`src/verilog/buck_seq_pkg.sv`:
```
// Package for the dual step-down fault sequencer.
// Assumes a single 25 MHz clock; all inputs synchronous to it.
package buck_seq_pkg;

	localparam int unsigned CLK_PERIOD_NS  = 40;
	// Undervoltage delay, 30 us, rounded down to whole cycles
	localparam int unsigned UV_DELAY_NS    = 30000;
	localparam int unsigned UV_DELAY_CYC   = UV_DELAY_NS / CLK_PERIOD_NS;
	// Undervoltage enable blanking, 2.0 ms
	localparam int unsigned UV_BLANK_US    = 2000;
	localparam int unsigned UV_BLANK_CYC   = UV_BLANK_US * 1000 / CLK_PERIOD_NS;
	// Soft start ramp, 1.2 ms
	localparam int unsigned SS_TIME_US     = 1200;
	localparam int unsigned SS_CYC         = SS_TIME_US * 1000 / CLK_PERIOD_NS;
	localparam int unsigned CNT_W          = 17;

	typedef enum logic [4:0] {
		CH_OFF     = 5'b00001,
		CH_WAIT    = 5'b00010,
		CH_RAMP    = 5'b00100,
		CH_RUN     = 5'b01000,
		CH_LATCHED = 5'b10000
	} ch_state_e;

	// Analog comparator results for one channel
	typedef struct packed {
		logic over_volt;    // Feedback above 115 %
		logic under_volt;   // Feedback below 70 %
		logic over_current; // Valley current above trip level
		logic need_on;      // Feedback says output insufficient
		logic on_expired;   // On-time one-shot has run out
	} ch_sense_s;

	// Gate and discharge drive for one channel
	typedef struct packed {
		logic high_side_gate;
		logic low_side_gate;
		logic discharge;
	} ch_drive_s;

endpackage : buck_seq_pkg

```
`src/verilog/dual_buck_fault_sequencer.sv`:
```
// Dual step-down controller sequencing and protection logic.
// Assumes comparator inputs are already synchronous to clk.
`timescale 1ns/100ps
// Summary of operation
// - Discharge output when enable is low or any protection has stopped it.
// - Discharge uses internal switch; low-side gate stays off meanwhile except in overvoltage latch.
// - Current compared only with high side off; off state extended while high.
// - Overvoltage latches channel with high side off and low side on.
// - Undervoltage starts 30 us counter; on expiry both gates latch off.
// - Undervoltage latch on one channel forces other channel gates off unless that channel holds an overvoltage latch.
// - Undervoltage detection blanked for 2.0 ms after the channel enters its ramp.
// - Supply lockout shuts everything off, not latched, resumes on clear.
// - Overtemperature drives gates low, discharges, restarts when clear.
// - Shutdown mode while both enables low, normal mode otherwise.
// - Enable rise ramps reference 1.2 ms; waits if other channel ramping.
// - Simultaneous enables start both ramps together.
// - High side on, off at one-shot expiry, on again when output low.
module dual_buck_fault_sequencer
	import buck_seq_pkg::*;
#(
	parameter int unsigned UV_BLANK = UV_BLANK_CYC,
	parameter int unsigned SS_RAMP  = SS_CYC
)(
	input  wire logic             clk,                  // Clock
	input  wire logic             rst,                  // Sync reset
	input  wire logic             first_channel_enable, // Channel 1 enable
	input  wire logic             second_channel_enable,// Channel 2 enable
	input  wire logic             filtered_bias_supply, // Bias supply good
	input  wire logic             over_temp,            // Overtemperature
	input  ch_sense_s [1:0]       sense,                // Comparators
	output ch_drive_s [1:0]       drive,                // Gate/discharge
	output logic [CNT_W-1:0]      ref_level,            // Shared ramp
	output logic [1:0]            overvoltage_fault,    // Latched OV
	output logic [1:0]            undervoltage_fault,   // Latched UV
	output logic                  supply_lockout,       // Lockout active
	output logic                  shutdown_mode         // Both disabled
);
	ch_state_e [1:0]  st_q, st_d;
	logic [1:0]       en;
	logic [1:0]       ov_q, ov_d, uv_q, uv_d, uv_trip;
	logic [1:0]       hs_q, hs_d, ls_q, ls_d, dis_q, dis_d;
	logic [1:0]       ramp_owner_q, ramp_owner_d;
	logic             halt;
	logic             ss_start, ss_busy, ss_done;
	logic [CNT_W-1:0] ss_level;

	assign en      = {second_channel_enable, first_channel_enable};
	assign halt    = !filtered_bias_supply || over_temp;

	genvar g;
	generate
		for (g = 0; g < 2; g++)
		begin : g_uv
			uv_delay_timer #(
				.DELAY_CYC (UV_DELAY_CYC),
				.BLANK_CYC (UV_BLANK)
			) u_uv (
				.clk        (clk),
				.rst        (rst),
				.clear      (!(st_q[g] inside {CH_RAMP, CH_RUN}) || halt),
				.under_volt (sense[g].under_volt),
				.uv_trip    (uv_trip[g])
			);
		end
	endgenerate

	soft_start_dac #(
		.RAMP_CYC (SS_RAMP)
	) u_ss (
		.clk   (clk),
		.rst   (rst),
		.start (ss_start),
		// A shared ramp keeps running while any owner is still enabled and halt is low
		.abort (halt || (ramp_owner_q != 2'b00
			&& (ramp_owner_q & en) == 2'b00)),
		.level (ss_level),
		.busy  (ss_busy),
		.done  (ss_done)
	);

	// Channel sequencing and fault latches
	always_comb
	begin
		st_d         = st_q;
		ov_d         = ov_q;
		uv_d         = uv_q;
		ramp_owner_d = ramp_owner_q;
		ss_start     = 1'b0;
		if (ss_done || !ss_busy)
			ramp_owner_d = 2'b00;
		for (int i = 0; i < 2; i++)
		begin
			if (!en[i])
			begin
				st_d[i] = CH_OFF;
				ov_d[i] = 1'b0;
				uv_d[i] = 1'b0;
			end
			else if (ov_q[i] || uv_q[i] || uv_q[1-i])
				st_d[i] = CH_LATCHED;
			else if (sense[i].over_volt &&
				st_q[i] inside {CH_RAMP, CH_RUN} && !halt)
			begin
				ov_d[i] = 1'b1;
				st_d[i] = CH_LATCHED;
			end
			else if (uv_trip[i] && !halt)
			begin
				uv_d[i] = 1'b1;
				st_d[i] = CH_LATCHED;
			end
			else if (halt)
				st_d[i] = CH_WAIT;
			else
				unique case (st_q[i])
					CH_OFF, CH_WAIT:
						if (!ss_busy || (ss_done && ramp_owner_q[i])
							|| ramp_owner_d[i])
						begin
							st_d[i] = CH_RAMP;
							ramp_owner_d[i] = 1'b1;
						end
					CH_RAMP:
						if (ss_done)
							st_d[i] = CH_RUN;
					CH_RUN, CH_LATCHED: ;
				endcase
		end
		// Two channels admitted in one cycle share a single ramp
		if (ramp_owner_d != 2'b00 && (!ss_busy || ss_done))
			ss_start = 1'b1;
		if (ss_busy && !ss_done)
			ramp_owner_d = ramp_owner_q;
		// A channel waiting behind a running ramp joins only the next one
		for (int i = 0; i < 2; i++)
			if (st_d[i] == CH_RAMP && st_q[i] != CH_RAMP && !ss_start)
				st_d[i] = CH_WAIT;
	end

	// Gate drive: valley current limit and on-time control
	always_comb
	begin
		hs_d  = hs_q;
		ls_d  = ls_q;
		dis_d = dis_q;
		for (int i = 0; i < 2; i++)
		begin
			if (ov_q[i] && !halt)
			begin
				hs_d[i]  = 1'b0;
				ls_d[i]  = 1'b1;
				dis_d[i] = 1'b1;
			end
			else if (st_q[i] inside {CH_RAMP, CH_RUN} && !halt
				&& uv_q == 2'b00)
			begin
				dis_d[i] = 1'b0;
				if (hs_q[i])
				begin
					if (sense[i].on_expired)
					begin
						hs_d[i] = 1'b0;
						ls_d[i] = 1'b1;
					end
				end
				else if (sense[i].need_on && !sense[i].over_current)
				begin
					hs_d[i] = 1'b1;
					ls_d[i] = 1'b0;
				end
				else
					ls_d[i] = 1'b1;
			end
			else
			begin
				hs_d[i]  = 1'b0;
				ls_d[i]  = 1'b0;
				dis_d[i] = 1'b1;
			end
		end
	end

	always_ff @(posedge clk)
	begin
		if (rst)
		begin
			st_q         <= '{CH_OFF, CH_OFF};
			ov_q         <= 2'b00;
			uv_q         <= 2'b00;
			hs_q         <= 2'b00;
			ls_q         <= 2'b00;
			dis_q        <= 2'b11;
			ramp_owner_q <= 2'b00;
		end
		else
		begin
			st_q         <= st_d;
			ov_q         <= ov_d;
			uv_q         <= uv_d;
			hs_q         <= hs_d;
			ls_q         <= ls_d;
			dis_q        <= dis_d;
			ramp_owner_q <= ramp_owner_d;
		end
	end

	generate
		for (g = 0; g < 2; g++)
		begin : g_out
			assign drive[g].high_side_gate = hs_q[g];
			assign drive[g].low_side_gate  = ls_q[g];
			assign drive[g].discharge      = dis_q[g];
		end
	endgenerate

	assign ref_level          = ss_level;
	assign overvoltage_fault  = ov_q;
	assign undervoltage_fault = uv_q;
	assign supply_lockout     = !filtered_bias_supply;
	assign shutdown_mode      = (en == 2'b00);

endmodule : dual_buck_fault_sequencer

```
`src/verilog/soft_start_dac.sv`:
```
// Shared soft-start ramp counter used by both channels.
// Assumes start is a one-cycle pulse from the sequencer.
`timescale 1ns/100ps
module soft_start_dac
	import buck_seq_pkg::*;
#(
	parameter int unsigned RAMP_CYC = SS_CYC
)(
	input  wire logic             clk,   // Clock
	input  wire logic             rst,   // Synchronous reset
	input  wire logic             start, // Begin a ramp
	input  wire logic             abort, // Stop ramp
	output logic [CNT_W-1:0]      level, // Reference ramp value
	output logic                  busy,  // Ramp in progress
	output logic                  done   // Pulse at ramp end
);
	logic [CNT_W-1:0] cnt_q, cnt_d;
	logic             busy_q, busy_d;
	logic             done_q, done_d;

	assign level = cnt_q;
	assign busy  = busy_q;
	assign done  = done_q;

	always_comb
	begin
		cnt_d  = cnt_q;
		busy_d = busy_q;
		done_d = 1'b0;
		if (abort)
		begin
			busy_d = 1'b0;
			cnt_d  = '0;
		end
		else if (start)
		begin
			busy_d = 1'b1;
			cnt_d  = '0;
		end
		else if (busy_q)
		begin
			if (cnt_q == CNT_W'(RAMP_CYC - 1))
			begin
				busy_d = 1'b0;
				done_d = 1'b1;
			end
			else
				cnt_d = cnt_q + CNT_W'(1);
		end
	end

	always_ff @(posedge clk)
	begin
		if (rst)
		begin
			cnt_q  <= '0;
			busy_q <= 1'b0;
			done_q <= 1'b0;
		end
		else
		begin
			cnt_q  <= cnt_d;
			busy_q <= busy_d;
			done_q <= done_d;
		end
	end

endmodule : soft_start_dac

```
`src/verilog/uv_delay_timer.sv`:
```
// Undervoltage delay and startup blanking for one channel.
// Assumes clear is held while the channel is not running.
`timescale 1ns/100ps
module uv_delay_timer
	import buck_seq_pkg::*;
#(
	parameter int unsigned DELAY_CYC = UV_DELAY_CYC,
	parameter int unsigned BLANK_CYC = UV_BLANK_CYC
)(
	input  wire logic clk,        // Clock
	input  wire logic rst,        // Synchronous reset
	input  wire logic clear,      // Channel not running
	input  wire logic under_volt, // Undervoltage comparator
	output logic      uv_trip     // Pulse when the delay expires
);
	logic [CNT_W-1:0] blank_q, blank_d;
	logic [CNT_W-1:0] delay_q, delay_d;
	logic             trip_q, trip_d;
	logic             armed;

	assign armed   = (blank_q == CNT_W'(BLANK_CYC));
	assign uv_trip = trip_q;

	always_comb
	begin
		blank_d = blank_q;
		delay_d = delay_q;
		trip_d  = 1'b0;
		if (clear)
		begin
			blank_d = '0;
			delay_d = '0;
		end
		else
		begin
			if (!armed)
				blank_d = blank_q + CNT_W'(1);
			if (!armed || !under_volt)
				delay_d = '0;
			else if (delay_q == CNT_W'(DELAY_CYC - 1))
			begin
				trip_d  = 1'b1;
				delay_d = '0;
			end
			else
				delay_d = delay_q + CNT_W'(1);
		end
	end

	always_ff @(posedge clk)
	begin
		if (rst)
		begin
			blank_q <= '0;
			delay_q <= '0;
			trip_q  <= 1'b0;
		end
		else
		begin
			blank_q <= blank_d;
			delay_q <= delay_d;
			trip_q  <= trip_d;
		end
	end

endmodule : uv_delay_timer
```
`config.mk`:
```
export PLATFORM = sky130hd
export DESIGN_NAME = dual_buck_fault_sequencer
export DESIGN_NICKNAME = d
export VERILOG_FILES = /design/src/verilog/buck_seq_pkg.sv /design/src/verilog/dual_buck_fault_sequencer.sv /design/src/verilog/soft_start_dac.sv /design/src/verilog/uv_delay_timer.sv
export SDC_FILE = /design/constraint.sdc
export NUM_CORES = 1
export LEC_CHECK = 0
export BUFFER_PORTS_ARGS = -buffer_cell sky130_fd_sc_hd__buf_2
export CORE_UTILIZATION = 45
export CTS_CLUSTER_SIZE = 24
export DETAILED_ROUTE_END_ITERATION = 12
export MAX_ROUTING_LAYER = met4
export SYNTH_ARGS = -nofsm -noshare
export SYNTH_HDL_FRONTEND = slang
export SYNTH_SLANG_ARGS = --single-unit
```
`constraint.sdc`:
```
create_clock -name clk -period 4.1 [get_ports clk]
set_clock_uncertainty 0.15 [all_clocks]
set_input_delay 0.41 -clock clk [delete_from_list [all_inputs] [get_ports clk]]
set_output_delay 0.41 -clock clk [all_outputs]
set_load 0.05 [all_outputs]
```
==> results.json <==
{
  "critPathMaxFanout": 17,
  "synth-seq-cells": 111,
  "h-tree-depth": 3,
  "synthArstFlopShare_pct": 0,
  "dp_hpwl_mm": 7.74,
  "yosysSeqAreaShare_pct": 42.9,
  "first_pass_iters": 4,
  "seq_area_mm2": 0.00222,
  "cts.sinks": 111,
  "synth.area.top_cells": "dfxtp_1 43%, nor2_1 8.2%, xor2_1 7.8%",
  "ios": 45,
  "grt_pass1_wl_mm": 18.5,
  "yosys_warnings": 0,
  "synth_area_leader_cell": "dfxtp_1",
  "setup_ws_ps": 1730,
  "core_area_mm2": 0.0110,
  "irDropWorstVdd_mv": 0.287,
  "fin_crit_sh_pct": 57.7,
  "tns_ps": 0,
  "powerDensity_mw_per_mm2": 365,
  "cts_buffer_depth": 2,
  "min_path_type": "in2reg",
  "grt_max_degree": 22,
  "power_frac_clock_pct": 46.4,
  "vias": 4319,
  "gp_congestion": 0.864,
  "clock-root-buffer": "clkbuf_16",
  "power_frac_comb_pct": 3.0,
  "netSwitchingPower_mw": 0.431,
  "cts_buffers": 9,
  "maxCapViolCount": 0,
  "cp.required_ps": 4210,
  "power.total_mw": 2.15,
  "switching_share_pct": 20.1,
  "startpoint_type": "flop",
  "drv_slew": 0,
  "crit_type": "reg2reg",
  "grt_pass1_vias": 3982,
  "first_iter_violations": 233,
  "routedWlPerCell_um": 13.7,
  "dpl_worst_slack_ps": 1560,
  "synth_flop_cell": "dfxtp_1",
  "p_int_mw": 1.72,
  "cts_resized": 0,
  "die_h_um": 109,
  "syn-num-nets": 627,
  "nNetsFinal": 674,
  "tightest_slew_ps": 669,
  "wirelength_mm": 10.9,
  "clk_transition_reported_paths_ps": 70,
  "clock_latency_ps": 350,
  "hold_ws_ps": 163,
  "routed_via_density": 5.43,
  "drive_gt1_share_pct": 11.6,
  "ys_types": 62,
  "setup_violations": 0,
  "dieArea_mm2": 0.0119,
  "dieWidth_um": 109,
  "netlist_area_mm2": 0.00518,
  "avgSynthCellArea_um2": 8.60,
  "port_buffers": 44,
  "netlist_instances": 602,
  "postRouteAntennaNets": 0,
  "synth_edf_count": 0,
  "postCtsSetupBuffers": 0,
  "rows": 38,
  "finalHoldViolCount": 0,
  "fin_crit_ps": 2370,
  "worstPathArrival_ps": 2470,
  "yosysMostFrequentCell": "nor2_1",
  "multi_input_area_mm2": 0.00286,
  "outcome": "finished clean",
  "rsz0062_at_grt": "no",
  "nFillCells": 1060,
  "yosysTopAreaCellShare_pct": 42.9,
  "holdBufCountCts": 0,
  "area_growth_pct": 13.8,
  "drc": 0,
  "tritoncts": "yes",
  "globalRouteOverflowTotal": 0,
  "globalRouteTotalUtil_pct": 20.2,
  "p_seq_share_pct": 50.6,
  "antenna_found_initial": 1,
  "ys_top_cells_by_count": "113 x nor2_1, 111 x dfxtp_1, 46 x nand2_1, 46 x xor2_1, 29 x nand3_1",
  "cellLeakagePower_nw": 2.05,
  "slew_headroom_pct": 55.0,
  "critPathCaptureType": "flop",
  "start_util_pct": 46.9,
  "timing.fmax_mhz": 423,
  "fin_util_pct": 53.4
}
## flip-flops by register name, indices dropped and copies added (netlist names), 10 cells and up
| signal | cells |
|---|---|
| u_ss.level | 17 |
| g_uv.u_uv.blank_q | 34 |
| st_q | 10 |
| g_uv.u_uv.delay_q | 34 |
## layout make-up
class	instances	share of cell area, %
Multi-Input combinational cell	468	48.5
Sequential cell	111	37.7
Clock buffer	10	4.06
Timing Repair Buffer	46	3.99
Tap cell	140	2.97
Clock inverter	6	1.83
Inverter	13	0.829
Antenna cell	1	0.0425
## critical path, stage by stage (launching register included)
cell and delay, ps:
dfxtp_1 370, nor3_1 470, a311oi_2 220, a32oi_2 380, nand3_2 370, a211oi_1 300
## through the flow
stage	instances	instance area, µm²
final	795	5890
after floorplan	602	5180
after CTS	794	5890
after detailed placement	778	5540
after global placement	778	5540
after global routing	795	5890
## placed cells by master (no fill, tap or decap), types with 3 or more instances in the layout
| cell | n |
|---|---|
| nand3b_1 | 6 |
| nand2b_1 | 10 |
| nor3b_1 | 4 |
| and2_1 | 6 |
| or3_1 | 5 |
| or2_2 | 3 |
| nand3_1 | 29 |
| nand2_1 | 46 |
| xnor2_1 | 28 |
| nor4_1 | 10 |
| or4_1 | 3 |
| a31oi_1 | 12 |
| nor2b_1 | 3 |
| nand4_1 | 24 |
| inv_1 | 13 |
| ha_1 | 9 |
| nor4b_1 | 7 |
| dfxtp_1 | 111 |
| bufinv_16 | 3 |
| xor2_1 | 46 |
| nor2_1 | 113 |
| and4_1 | 7 |
| clkbuf_16 | 9 |
| buf_2 | 44 |
| and3_1 | 15 |
| a21oi_1 | 18 |
| o21ai_0 | 8 |
| nor3_1 | 15 |
## final timing paths
path / from / to / slack, ps / cells after the start
setup / recovery: st_q[1]$_SDFF_PP0_ / u_ss.level[2]$_SDFFE_PP0P_ / 1730 / 5
hold / removal: sense[3] / g_uv[0].u_uv.uv_trip$_SDFF_PP0_ / 160 / 3
setup reg to reg: st_q[1]$_SDFF_PP0_ / u_ss.level[2]$_SDFFE_PP0P_ / 1730 / 5
hold reg to reg: g_uv[1].u_uv.delay_q[0]$_SDFF_PP0_ / g_uv[1].u_uv.delay_q[0]$_SDFF_PP0_ / 330 / 1
## routing by layer
| layer | vias to the layer above | part of all wire (%) | track usage [%] |
|---|---|---|---|
| met5 | - | 0 | - |
| met4 | 0 | 0.89 | 5.62 |
| met3 | 7 | 3.6 | 5.02 |
| met2 | 55 | 48 | 33.1 |
| met1 | 2041 | 47 | 24.6 |
| li1 | 2216 | - | - |
## power by group through the flow
stage	registers, mW	logic (mW)	clock network [mW]
3_3_place_gp	1.11	0.0647	0
2_1_floorplan	1.11	0.0450	0
6_report	1.09	0.0654	0.997
5_1_grt	1.09	0.0724	1.07
3_5_place_dp	1.11	0.0649	0
4_1_cts	1.09	0.0650	1.03
## cell families after synthesis
group	synth area share, %
AND/OR/NAND/NOR	32.0
flip-flops	42.9
XOR/XNOR	12.5
AO/OA/AOI/OAI	8.10
buffers and inverters	1.86
adder cells (fa/ha/maj)	2.18
multiplexers	0.411
(Power assumes the default switching activity.)
